==> config.mk <==
export PLATFORM = sky130hd
export DESIGN_NAME = ser_encode_top
export DESIGN_NICKNAME = d
export VERILOG_FILES = /design/src/verilog/ser_encode_pkg.sv /design/src/verilog/ser_encode_top.sv /design/src/verilog/ser_word_coder.sv
export SDC_FILE = /design/constraint.sdc
export NUM_CORES = 1
export LEC_CHECK = 0
export BUFFER_PORTS_ARGS = -buffer_cell sky130_fd_sc_hd__buf_2
export CORE_MARGIN = 4
export CORE_UTILIZATION = 60
export CTS_CLUSTER_SIZE = 28
export DETAILED_ROUTE_END_ITERATION = 7
export GPL_TIMING_DRIVEN = 0
export PLACE_DENSITY = 0.77
export SETUP_SLACK_MARGIN = 0.5
export SLEW_MARGIN = 20
export SYNTH_ARGS = -nofsm -noshare
export SYNTH_HDL_FRONTEND = slang
export SYNTH_SLANG_ARGS = --single-unit
==> constraint.sdc <==
create_clock -name sys_clk -period 56.3 [get_ports sys_clk]
set_clock_uncertainty 0.2 [all_clocks]
set_input_delay 5.63 -clock sys_clk [delete_from_list [all_inputs] [get_ports sys_clk]]
set_output_delay 5.63 -clock sys_clk [all_outputs]
set_load 0.05 [all_outputs]
==> src/verilog/ser_encode_pkg.sv <==
// Constants shared by the serializer encode and power control block.
// Assumes a single 25 MHz system clock domain.
package ser_encode_pkg;
    localparam int          WORD_W        = 24;
    localparam int          PAYLOAD_W     = 26;
    localparam int          FRAME_W       = 28;
    localparam int          CLK_PERIOD_NS = 40;
    // Parallel clock stop threshold, in kHz.
    localparam int          STOP_FREQ_KHZ = 3000;
    // Longest edge gap of a 3 MHz clock, rounded down to system cycles.
    localparam int          STOP_GAP_CYC  =
        (1000000 / STOP_FREQ_KHZ) / CLK_PERIOD_NS;
    localparam int          LOCK_EDGES    = 4;
    localparam logic [22:0] SCR_SEED      = 23'h7fffff;
    localparam logic [2:0]  DEEMPH_OFF    = 3'h0;
    localparam logic [2:0]  DEEMPH_12DB   = 3'h1;
    localparam logic [2:0]  DEEMPH_9DB    = 3'h2;
    localparam logic [2:0]  DEEMPH_6DB    = 3'h3;
    localparam logic [2:0]  DEEMPH_3DB    = 3'h4;
    // Drive codes: 0 equal legs, 1 standard, 2 increased swing.
    localparam logic [1:0]  SWING_ZERO    = 2'h0;
    localparam logic [1:0]  SWING_STD     = 2'h1;
    localparam logic [1:0]  SWING_HIGH    = 2'h2;
    typedef enum logic [1:0] {ST_DOWN, ST_SLEEP, ST_LOCK, ST_RUN} pwr_state_t;
endpackage

==> src/verilog/ser_encode_top.sv <==
// Serializer front end: capture, encode, frame, shift out, power control.
// Assumes parallel clock and data are sampled as synchronous inputs and the
// serial shift runs at one bit per system clock.
`timescale 1ns/1ps
`default_nettype none
module ser_encode_top
(
    input  wire logic                                 sys_clk,
    input  wire logic                                 rstn,
    input  wire logic                                 power_down_bar,
    input  wire logic                                 parallel_clock_in,
    input  wire logic [ser_encode_pkg::WORD_W-1:0]    pixel_data,
    input  wire logic                                 capture_edge_pin,
    input  wire logic                                 output_swing_pin,
    input  wire logic [2:0]                           deemphasis_pin,
    input  wire logic                                 cfg_write,
    input  wire logic                                 cfg_capture_edge,
    input  wire logic                                 cfg_output_swing,
    input  wire logic [2:0]                           cfg_deemphasis,
    output logic                                      serial_out,
    output logic [1:0]                                drive_level,
    output logic [2:0]                                deemphasis_level,
    output logic                                      deemph_active,
    output logic                                      link_enabled,
    output logic                                      sleeping,
    output logic                                      override_active
);
    import ser_encode_pkg::*;

    // ****************************************************************
    // Control registers
    // ****************************************************************
    logic       ovr_r,    ovr_nxt;
    logic       edge_r,   edge_nxt;
    logic       swing_r,  swing_nxt;
    logic [2:0] demph_r,  demph_nxt;
    logic       pclk_d_r;
    pwr_state_t state_r,  state_nxt;

    logic       sel_edge;
    logic       sel_swing;
    logic [2:0] sel_demph;

    always_comb
    begin
        ovr_nxt   = ovr_r;
        edge_nxt  = edge_r;
        swing_nxt = swing_r;
        demph_nxt = demph_r;
        if (!power_down_bar)
        begin
            ovr_nxt   = 1'b0;
            edge_nxt  = 1'b0;
            swing_nxt = 1'b0;
            demph_nxt = DEEMPH_OFF;
        end
        else if (cfg_write)
        begin
            ovr_nxt   = 1'b1;
            edge_nxt  = cfg_capture_edge;
            swing_nxt = cfg_output_swing;
            demph_nxt = cfg_deemphasis > DEEMPH_3DB ? DEEMPH_OFF
                                                    : cfg_deemphasis;
        end
        // Sleep does not touch these registers.
    end

    always_ff @(posedge sys_clk or negedge rstn)
    begin
        if (!rstn)
        begin
            ovr_r   <= 1'b0;
            edge_r  <= 1'b0;
            swing_r <= 1'b0;
            demph_r <= DEEMPH_OFF;
        end
        else
        begin
            ovr_r   <= ovr_nxt;
            edge_r  <= edge_nxt;
            swing_r <= swing_nxt;
            demph_r <= demph_nxt;
        end
    end

    assign sel_edge  = ovr_r ? edge_r  : capture_edge_pin;
    assign sel_swing = ovr_r ? swing_r : output_swing_pin;
    assign sel_demph = ovr_r ? demph_r
                     : (deemphasis_pin > DEEMPH_3DB ? DEEMPH_OFF
                                                    : deemphasis_pin);

    // ****************************************************************
    // Clock watch and power state
    // ****************************************************************
    logic       cap_edge;
    logic [7:0] gap_r,    gap_nxt;
    logic [2:0] lock_r,   lock_nxt;
    logic       stopped;

    // Rising when high, falling when low.
    assign cap_edge = sel_edge ? (parallel_clock_in & ~pclk_d_r)
                               : (~parallel_clock_in & pclk_d_r);
    // Slower than 3 MHz counts as stopped.
    assign stopped  = gap_r >= 8'(STOP_GAP_CYC);

    always_comb
    begin
        gap_nxt   = cap_edge ? 8'h00 : (stopped ? gap_r : gap_r + 8'h01);
        lock_nxt  = lock_r;
        state_nxt = state_r;
        case (state_r)
            ST_DOWN:
            begin
                lock_nxt  = 3'h0;
                state_nxt = ST_LOCK;
            end
            ST_SLEEP:
            begin
                lock_nxt = 3'h0;
                if (cap_edge)
                begin
                    state_nxt = ST_LOCK;
                end
            end
            ST_LOCK:
            begin
                if (stopped)
                begin
                    state_nxt = ST_SLEEP;
                end
                else if (cap_edge)
                begin
                    lock_nxt = lock_r + 3'h1;
                    if (lock_r == 3'(LOCK_EDGES - 1))
                    begin
                        state_nxt = ST_RUN;
                    end
                end
            end
            ST_RUN:
            begin
                if (stopped)
                begin
                    state_nxt = ST_SLEEP;
                end
            end
            default:
            begin
                state_nxt = ST_DOWN;
            end
        endcase
        if (!power_down_bar)
        begin
            state_nxt = ST_DOWN;
        end
    end

    always_ff @(posedge sys_clk or negedge rstn)
    begin
        if (!rstn)
        begin
            state_r  <= ST_DOWN;
            gap_r    <= 8'h00;
            lock_r   <= 3'h0;
            pclk_d_r <= 1'b0;
        end
        else
        begin
            state_r  <= state_nxt;
            gap_r    <= gap_nxt;
            lock_r   <= lock_nxt;
            pclk_d_r <= parallel_clock_in;
        end
    end

    // ****************************************************************
    // Encode and shift
    // ****************************************************************
    logic [PAYLOAD_W-1:0] payload;
    logic signed [7:0]    disp_r,   disp_nxt, disp_new;
    logic [22:0]          scr_r,    scr_nxt;
    logic [FRAME_W-1:0]   shift_r,  shift_nxt;
    logic [4:0]           bit_r,    bit_nxt;
    logic                 sout_r,   sout_nxt;
    logic                 hold_r,   hold_nxt;
    logic                 run;

    ser_word_coder u_coder
    (
        .word_in       (pixel_data),
        .scr_state     (scr_r),
        .disparity     (disp_r),
        .payload       (payload),
        .disparity_nxt (disp_new)
    );

    assign run = (state_r == ST_RUN);

    always_comb
    begin
        disp_nxt  = disp_r;
        scr_nxt   = scr_r;
        shift_nxt = shift_r;
        bit_nxt   = bit_r;
        sout_nxt  = 1'b0;
        hold_nxt  = 1'b0;
        if (run && cap_edge)
        begin
            shift_nxt = {1'b1, 1'b0, payload};
            bit_nxt   = 5'(FRAME_W);
            disp_nxt  = disp_new;
            scr_nxt   = {scr_r[21:0], scr_r[22] ^ scr_r[17]};
        end
        else if (run && bit_r != 5'h00)
        begin
            shift_nxt = {shift_r[FRAME_W-2:0], 1'b0};
            bit_nxt   = bit_r - 5'h01;
        end
        if (run)
        begin
            sout_nxt = bit_r != 5'h00 ? shift_r[FRAME_W-1] : sout_r;
            // Reduced drive after one stable bit.
            hold_nxt = (sout_nxt == sout_r) && sel_demph != DEEMPH_OFF;
        end
        else if (!power_down_bar)
        begin
            disp_nxt = 8'sh00;
            scr_nxt  = SCR_SEED;
            bit_nxt  = 5'h00;
        end
    end

    always_ff @(posedge sys_clk or negedge rstn)
    begin
        if (!rstn)
        begin
            disp_r  <= 8'sh00;
            scr_r   <= SCR_SEED;
            shift_r <= '0;
            bit_r   <= 5'h00;
            sout_r  <= 1'b0;
            hold_r  <= 1'b0;
        end
        else
        begin
            disp_r  <= disp_nxt;
            scr_r   <= scr_nxt;
            shift_r <= shift_nxt;
            bit_r   <= bit_nxt;
            sout_r  <= sout_nxt;
            hold_r  <= hold_nxt;
        end
    end

    // ****************************************************************
    // Registered outputs
    // ****************************************************************
    always_ff @(posedge sys_clk or negedge rstn)
    begin
        if (!rstn)
        begin
            serial_out       <= 1'b0;
            drive_level      <= SWING_ZERO;
            deemphasis_level <= DEEMPH_OFF;
            deemph_active    <= 1'b0;
            link_enabled     <= 1'b0;
            sleeping         <= 1'b0;
            override_active  <= 1'b0;
        end
        else
        begin
            serial_out       <= sout_nxt;
            // Zero differential when down; swing choice.
            drive_level      <= !power_down_bar ? SWING_ZERO
                              : (sel_swing ? SWING_HIGH : SWING_STD);
            deemphasis_level <= sel_demph;
            deemph_active    <= hold_nxt;
            link_enabled     <= (state_nxt == ST_RUN);
            sleeping         <= (state_nxt == ST_SLEEP);
            override_active  <= ovr_nxt;
        end
    end
endmodule // ser_encode_top
`default_nettype wire

==> src/verilog/ser_word_coder.sv <==
// Combinational three step coder: scramble, DC balance, shuffle.
// Assumes the caller registers the result and owns the scrambler state.
`timescale 1ns/1ps
`default_nettype none
module ser_word_coder
(
    input  wire logic [ser_encode_pkg::WORD_W-1:0]    word_in,
    input  wire logic [22:0]                          scr_state,
    input  wire logic signed [7:0]                    disparity,
    output logic [ser_encode_pkg::PAYLOAD_W-1:0]      payload,
    output logic signed [7:0]                         disparity_nxt
);
    import ser_encode_pkg::*;

    logic [WORD_W-1:0] scrambled;
    logic [WORD_W-1:0] balanced;
    logic              invert;
    logic signed [7:0] ones_bal;

    function automatic logic signed [7:0] balance(input logic [WORD_W-1:0] w);
        logic signed [7:0] acc;
        acc = 8'sh00;
        for (int i = 0; i < WORD_W; i++)
        begin
            acc = w[i] ? acc + 8'sh01 : acc - 8'sh01;
        end
        return acc;
    endfunction

    always_comb
    begin
        scrambled = word_in ^ {scr_state, scr_state[22]};
        invert    = (balance(scrambled) > 8'sh00) == (disparity > 8'sh00)
                    && balance(scrambled) != 8'sh00;
        balanced  = invert ? ~scrambled : scrambled;
        ones_bal  = balance(balanced);
        disparity_nxt = disparity + ones_bal + (invert ? 8'sh01 : -8'sh01);
        for (int i = 0; i < 12; i++)
        begin
            payload[2*i]   = balanced[i];
            payload[2*i+1] = balanced[i+12];
        end
        payload[24] = invert;
        payload[25] = ~invert;
    end
endmodule // ser_word_coder
`default_nettype wire
-- Word level (Yosys, flattened, before mapping)
Cells that the tools add are included.
- flip-flop bits (word level): 93
- bits of input ports: 39
- output and inout bits: 10
- add/sub/neg operators: 97
- $lt $le $gt $ge: 5
- equality and inequality tests: 12
- muxes and demuxes: 93
- bitwise operators: 8
- reductions and logical operators: 12
- operators with widths (kind ; count):
    8-bit two-way mux ; 54
    8-bit by 2-bit adder with 8-bit output, second input constant ; 46
    8-bit by 2-bit subtractor with 8-bit output, second input constant ; 46
    23-bit two-way mux ; 3
    28-bit two-way mux ; 2
    24-bit two-way mux ; 1
    24-bit NOT ; 1
    24-bit bitwise XOR ; 1
    3-bit two-way mux ; 7
    5-bit two-way mux ; 4
    8-bit adder ; 2
    8-bit by 1-bit greater-than comparator with 1-bit output, second input constant ; 2
    2-bit two-way mux ; 8
    1-bit two-way mux ; 12
    8-bit by 1-bit adder with 8-bit output, second input constant ; 1
    8-bit by 4-bit >= comparator with 1-bit output, second input constant ; 1
    2-bit case mux with 4 select lines ; 1
    8-bit nonzero test ; 1
    2-bit equality test, second input constant ; 3
    3-bit greater-than comparator, second input constant ; 2
    2-bit inequality test, second input constant ; 3
    3-bit case mux with 2 select lines ; 1
    5-bit nonzero test ; 1
    5-bit by 1-bit subtractor with 5-bit output, second input constant ; 1
    other kinds (14) ; 23

-- Logic depth before layout (Yosys ltp)
Gate-level depths: netlist of the first run.
- word-level depth: 104
- mapped depth: 146

-- By module
A second synthesis of the first run with hierarchy kept.
- cell total of the unflattened synthesis: 1619
- area, all modules: 14515.2 um2
- by module, submodules not included (module ; times used ; cells an instance ; area each (um2)):
    ser_word_coder ; 1 ; 1298 ; 10463.8
    ser_encode_top ; 1 ; 321 ; 4051.4

-- Worst setup path after synthesis of the first run
No wires, ideal clock.
- path type: in2reg
- start: input pixel_data[1] (netlist name)
- end: register disp_r[7]
- arrival: 34477 ps
- required time: 55979 ps
- slack: 21502 ps
- stages on the path: 138
- path through: xor2_1 -> inv_1 -> fa_1 -> ha_1 -> inv_1 -> fa_1 -> inv_1 -> fa_1 -> inv_1 -> ha_1 -> xnor2_1 -> inv_1 -> fa_1 -> inv_1 -> ha_1 -> xnor2_1 -> inv_1 -> fa_1 -> (+102 left out) -> ha_1 -> o21a_1 -> o21a_1 -> o21ai_0 -> nand2b_1 -> xnor2_1 -> fa_1 -> inv_1 -> ha_1 -> nor2b_1 -> o21a_1 -> nor2_1 -> xnor2_1 -> xnor2_1 -> xnor2_1 -> xnor2_1 -> xnor3_1 -> a22o_1
- cells in the longest elaborated chain, start to end: 102
- elaborated cells between the ends (all ways): 150
- those cells by class: add/sub: 92; order compare: 1; eq/ne: 1; mux: 52; bitwise: 2; reduce/logical: 2
- RTL lines (item ; RTL line ; source):
    start, declared ; ser_encode_top.sv:12 ; input wire logic [ser_encode_pkg::WORD_W-1:0] pixel_data,
    24-bit bitwise XOR (*) ; ser_word_coder.sv:32 ; scrambled = word_in ^ {scr_state, scr_state[22]};
    8-bit two-way mux ; ser_word_coder.sv:25 ; acc = w[i] ? acc + 8'sh01 : acc - 8'sh01;
    8-bit by 2-bit subtractor with 8-bit output or 8-bit by 2-bit adder with 8-bit output (tied branches) ; ser_word_coder.sv:25 ;
    8-bit two-way mux ; ser_word_coder.sv:25 ;
    8-bit by 2-bit subtractor with 8-bit output or 8-bit by 2-bit adder with 8-bit output (tied branches) ; ser_word_coder.sv:25 ;
    8-bit two-way mux ; ser_word_coder.sv:25 ;
    8-bit by 2-bit subtractor with 8-bit output or 8-bit by 2-bit adder with 8-bit output (tied branches) ; ser_word_coder.sv:25 ;
    8-bit two-way mux ; ser_word_coder.sv:25 ;
    (+87 left out) ; n/a ;
    8-bit by 2-bit subtractor with 8-bit output or 8-bit by 2-bit adder with 8-bit output (tied branches) ; ser_word_coder.sv:25 ;
    8-bit two-way mux ; ser_word_coder.sv:25 ;
    8-bit adder ; ser_word_coder.sv:37 ; disparity_nxt = disparity + ones_bal + (invert ? 8'sh01 : -8'sh01);
    8-bit adder (*) ; ser_word_coder.sv:37 ;
    8-bit two-way mux (*) ; ser_encode_top.sv:207 ; if (run && cap_edge)
    8-bit two-way mux ; ser_encode_top.sv:225 ; else if (!power_down_bar)
    8-bit two-way mux (*) ; ser_encode_top.sv:219 ; if (run)
    via disp_nxt[7] ; ser_encode_top.sv:180 ; logic signed [7:0] disp_r, disp_nxt, disp_new;
    end signal, assigned ; ser_encode_top.sv:246 ; disp_r <= disp_nxt;
    end, declared ; ser_encode_top.sv:180 ;
The timed path passes the listed nets; every way through them passes the cells marked *.
A chain may end at the register's enable or synchronous reset.

-- Worst setup path after layout of the first run
Ends and elaborated chain as after synthesis.

==> reports/results.ini, run 1 <==
[drt]
drt_iter0_markers=537
wl_per_cell_um=14.32
antenna_left=0
num_vias=11200
routed_wl_um=29180
routed_via_density=5.494
drt_pre_antenna_iters=5
drcViolationCount=0

[synth]
synth_most_common_cell=ha_1
ys_types=43
synth_edf_count=0
synth-seq-cells=93
synth_top_cell_area_share_pct=24.79
yosys-top-cells-count=ha_1 (279), xnor2_1 (228), inv_1 (220), a21oi_1 (138), o21ai_0 (117)
synthFlopType=dfrtp_1
yosysWarnings=0
avgSynthCellArea_um2=8.477
syn_area_mm2=0.01408
synth_area_leaders=ha_1 (25%), xnor2_1 (14%), dfrtp_1 (12%), inv_1 (5.9%), a21oi_1 (4.9%)
syn_inst=1661
syn_nets=2012
async_reset_ff_share_pct=100.0
ys_seq_area_share_pct=16.73
synth_top_area_cell=ha_1

[clock_tree]
clock_latency_ns=0.36
cts_root_buf=clkbuf_16
post_cts_buffers=0
cts_tree=yes
cts_buffer_depth=2
htreeDepth=3
clock_sinks=93
clk_pin_slew_ns=0.07
cts_resized=0
cts_buffers=9
ctsHoldBuffers=0

[die]
die_y_um=161.2
dieArea_mm2=0.02598
io-pin-count=49
row_count=55
core_mm2=0.02285
fp.dieW_um=161.2
start_util_pct=61.63

[critical_path]
path_max_fanout=10
slowest_delay_ns=0.56
reg2reg_depth=140
critPathLaunchType=primary input
startpoint=pixel_data[1]
r2r-start=scr_r[0]
cpMaxStageDelayCell=fa_1
cp_common_cell=inv_1
required_ns=56.39
worstSetupEndpointType=flip-flop
path_class=in2reg
arrival_ns=37.77

[outcome]
status=complete, no violations

[final_layout]
fin_nets=2071
drive_gt1_share_pct=5.449
antenna_cells=0
syn2layout_area_growth_pct=6.904
n_fill_cell=1908

[sta]
period_share_pct=66.93
period_needed_ns=37.68
slew_viol_final=0
tns_ns=0
worst_slew_pin_slew_ns=1.138
relSlewSlack_pct=23.56
final-hold-violation-count=0
rsz0062_at_grt=no
max_freq_mhz=26.54
finalSetupViolations=0
finalWorstSetupSlack_ns=18.62

[job]
drv_cap=0

[placement]
io_buffers=47
preCtsSetupSlack_ns=18.39
place_congestion=0.8369
dp_hpwl_um=24240

[global_route]
grt_pass1_vias=11070
overflow=0
track_usage_pct=22.66
grt_pass1_wl_um=49900
antenna_found_initial=0
grt_max_degree=80

[min_path]
hp-class=reg2reg
hold_path_depth=2
holdCritStartpoint=scr_r[18]

logic make-up after synthesis:
| logic type | after synthesis | synth area share (%) |
|---|---|---|
| compound gates | 450 | 19.54 |
| fa+ha+maj | 312 | 29.48 |
| xor+xnor | 280 | 18.10 |
| simple gates | 272 | 8.948 |
| buf+inv | 246 | 6.620 |
| flops | 93 | 16.73 |
| mux | 8 | 0.5776 |
sequential cells by signal, indices dropped and copies added, names as in the netlist:
| name | flops |
|---|---|
| shift_r | 28 |
| demph_r | 3 |
| edge_r | 1 |
| bit_r | 5 |
| pclk_d_r | 1 |
| lock_r | 3 |
| sleeping | 1 |
| scr_r | 23 |
| state_r | 2 |
| override_active | 1 |
| swing_r | 1 |
| disp_r | 8 |
| serial_out | 1 |
| gap_r | 8 |
| deemphasis_level | 3 |
| drive_level | 2 |
| deemph_active | 1 |
| link_enabled | 1 |
stage by stage:
stage          std cells  area (um2)  util [%]  hold slack [ns]
2_1_floorplan       1661       14080         -           0.2467
3_3_place_gp        2021       14710     64.38           0.2540
3_5_place_dp        2022       14740     64.52           0.2626
4_1_cts             2038       15050     65.89           0.2733
5_1_grt             2038       15050     65.89           0.2934
6_report            2038       15050     65.89           0.2725
layout make-up:
cell class / count / area [um2] / share of cell area (%)
multi-input cells: 1322 / 10790 / 71.70
clock inverters: 7 / 86.33 / 0.5735
flip-flops and latches: 93 / 2356 / 15.65
repair buffers: 48 / 269.0 / 1.787
well taps: 313 / 391.6 / 2.602
plain buffers: 26 / 106.4 / 0.7065
clock buffers: 9 / 225.2 / 1.496
inverters: 220 / 825.8 / 5.486
final timing paths:
path | to | slack [ns]
min in group asynchronous | scr_r[14] | 5.11
max in group asynchronous | scr_r[3] | 50.36
hold / removal | scr_r[19] | 0.27
setup reg to reg | disp_r[7] | 23.45
setup / recovery | disp_r[7] | 18.62
hold reg to reg | scr_r[19] | 0.27
layer usage:
layer | wire, um | GRT usage, %
met1 | 13520 | 29.24
met2 | 14350 | 41.40
met3 | 781 | 1.914
met4 | 525 | 5.002
met5 | 0 | 0
cells in the final DEF, fill, tap and decap left out, types with 7 or more instances in the layout:
| cell type | netlist | final |
|---|---|---|
| ha_1 | 279 | 279 |
| xnor2_1 | 228 | 228 |
| inv_1 | 220 | 220 |
| a21oi_1 | 138 | 138 |
| o21ai_0 | 117 | 117 |
| nand2_1 | 87 | 87 |
| nor2_1 | 73 | 73 |
| dfrtp_1 | 70 | 70 |
| a21o_1 | 62 | 62 |
| buf_2 | 1 | 47 |
| o21bai_1 | 46 | 46 |
| xor2_1 | 45 | 45 |
| o21a_1 | 37 | 37 |
| nor2b_1 | 36 | 36 |
| fa_1 | 33 | 33 |
| nand2b_1 | 26 | 26 |
| clkbuf_1 | 23 | 23 |
| dfstp_2 | 23 | 23 |
| nor3_1 | 22 | 22 |
| a22oi_1 | 22 | 22 |
| nand3_1 | 13 | 13 |
| clkbuf_16 | 0 | 9 |
| and2_1 | 8 | 8 |
| a21boi_0 | 7 | 7 |
| xnor3_1 | 7 | 7 |
| mux2i_1 | 7 | 7 |
worst max-delay path: cells and delay by family:
kind                       cells  cell delay, ns
xor gates and xnor gates      29            6.74
adders and majority gates     47           18.18
buffers and inverters         39            3.16
muxes                          1            0.48
and+or+nand+nor                8            0.77
AOI/OAI and AO/OA             17            2.78
Power of run 1 is left out: the tool's default activity adds up to more than one toggle a clock period on the data nets, which glitch-free logic cannot reach.
==> inputs of run 2 (changes only) <==
clock period = 36.8 ns   (was 56.3 ns; I/O delays follow)
==> run 2 against run 1 <==
Cell count is essentially flat. Final area is 1.4% higher. Core utilization increased by 0.95 points. Wire length up 1.8%. Register-to-register slack worse by 18 ns. Setup slack lost 16 ns. Count of clock-buffer cells in the layout is the same. Die area unchanged. Critical path type unchanged.
==> reports/results.ini, run 2 (synthesis gave the netlist of run 1 again) <==
[outcome]
status=complete, no violations

[final_layout]
final_cell_mix=ha_1 (279), inv_1 (220), xnor2_1 (211), a21oi_1 (136), o21ai_0 (112)
drive_gt1_share_pct=6.891  ; +1.4 points
fin_nets=2073  ; +0.097%
n_fill_cell=1881  ; -1.4%
largest_reg_flops=28  ; unchanged
final_common_cell=ha_1
largest_register=shift_r
reg_top3=shift_r: 28 flops, scr_r: 23 flops
antenna_cells=0  ; unchanged
syn2layout_area_growth_pct=8.441

[die]
start_util_pct=61.63  ; unchanged
die_y_um=161.2  ; unchanged
dieArea_mm2=0.02598  ; unchanged
fp.dieW_um=161.2  ; unchanged
io-pin-count=49  ; unchanged
row_count=55  ; unchanged
core_mm2=0.02285  ; unchanged

[drt]
routed_via_density=5.496  ; about the same
wl_per_cell_um=14.56  ; +1.7%
drcViolationCount=0  ; unchanged
antenna_left=0  ; unchanged
drt_iter0_markers=554  ; +3.2%
drt_pre_antenna_iters=6  ; +1
routed_wl_um=29710  ; +1.8%
num_vias=11210  ; +0.14%

[critical_path]
arrival_ns=34.61  ; -3.16 ns
worstReg2RegEnd=disp_r[7]
r2r-start=scr_r[0]
required_ns=36.89  ; -19.50 ns
slowest_delay_ns=0.55  ; about the same
crit_buf_inv=36  ; -7.7%
cpMaxStageDelayCell=fa_1
cp_common_cell=inv_1
critPathTopFamily=adder cells
reg2reg_depth=136  ; -2.9%
path_max_fanout=11  ; +1
critPathLaunchType=primary input
path_class=in2reg
r2r_slack_ns=5.15  ; -18.30 ns
worstSetupEndpointType=flip-flop

[sta]
finalSetupViolations=0  ; unchanged
worst_slew_pin_slew_ns=1.142  ; +0.003814 ns
rsz0062_at_grt=no
final-hold-violation-count=0  ; unchanged
max_freq_mhz=28.97
relSlewSlack_pct=23.31  ; -0.26 points
finalWorstSetupSlack_ns=2.280  ; -16.34 ns
tns_ns=0  ; unchanged
period_share_pct=93.80
period_needed_ns=34.52
slew_viol_final=0  ; unchanged

[clock_tree]
clock_sinks=93  ; unchanged
clk_pin_slew_ns=0.08  ; about the same
ctsHoldBuffers=0  ; unchanged
cts_buffers=9  ; unchanged
cts_buffer_depth=2  ; unchanged
cts_tree=yes
clock_latency_ns=0.36  ; about the same
htreeDepth=3  ; unchanged
cts_root_buf=clkbuf_16

[global_route]
grt_pass1_vias=11070  ; unchanged
antenna_found_initial=0  ; unchanged
grt_pass1_wl_um=49900  ; unchanged
grt_max_degree=80  ; unchanged
overflow=0  ; unchanged
track_usage_pct=22.66  ; unchanged

[placement]
io_buffers=47  ; unchanged
dp_hpwl_um=24240  ; unchanged
place_congestion=0.8369  ; unchanged
preCtsSetupSlack_ns=0.8359  ; -17.55 ns

[min_path]
hold_path_depth=2  ; unchanged
holdCritStartpoint=scr_r[13]
hp-class=reg2reg
whs_endpoint=scr_r[14]

[job]
drv_cap=0  ; unchanged

==> run 2: what timing repair did <==
item / 4_1_cts / 5_1_grt
setup buffers: 0 / 2
gates resized for setup: 0 / 37
setup endpoints to repair: 0 / 4
==> run 2: worst max path at each step <==
stage	startpoint	to	slack (ns)	cells after the start
finish	pixel_data[1]	disp_r[7]	2.28	137
global route	pixel_data[1]	disp_r[7]	0.42	141
CTS	pixel_data[1]	disp_r[7]	0.98	141
detailed placement	pixel_data[1]	disp_r[7]	0.84	141
global placement	pixel_data[1]	disp_r[7]	1.44	139
floorplan	pixel_data[1]	disp_r[7]	3.95	138
==> run 2: stage by stage <==
step	utilization (%)	hold slack (ns)	instances	instance area (um2)
after floorplan	-	0.2467	1661	14080
after global placement	64.38	0.2540	2021	14710
after detailed placement	64.52	0.2626	2022	14740
after CTS	65.89	0.2733	2038	15050
after global routing	66.83	0.2934	2040	15270
final	66.83	0.2700	2040	15270
==> run 2: area by class of cell <==
type	instances	area, um2	share of cell area (%)
multi-input cells	1322	10980	71.90
flip-flops and latches	93	2356	15.43
inverters	220	825.8	5.408
well taps	313	391.6	2.565
repair buffers	50	284.0	1.860
clock buffers	9	225.2	1.475
plain buffers	26	121.4	0.7948
clock inverters	7	86.33	0.5654
==> run 2: layer usage <==
metal  up-vias  global-route usage [%]  share of wire (%)  wire length [um]
li1       5735                       -                  -                 -
met1      5270                   29.24                 46             13590
met2       167                   41.40                 50             14740
met3        40                   1.914                2.8               832
met4         0                   5.002                1.8               543
met5         -                       0                  0                 0
==> run 2: tightest hold or removal path, stage by stage (launching register included) <==
cell and delay, ns:
dfstp_2 0.38, nand2_1 0.05, nand2_1 0.04
Power of run 2 is left out for the same reason.
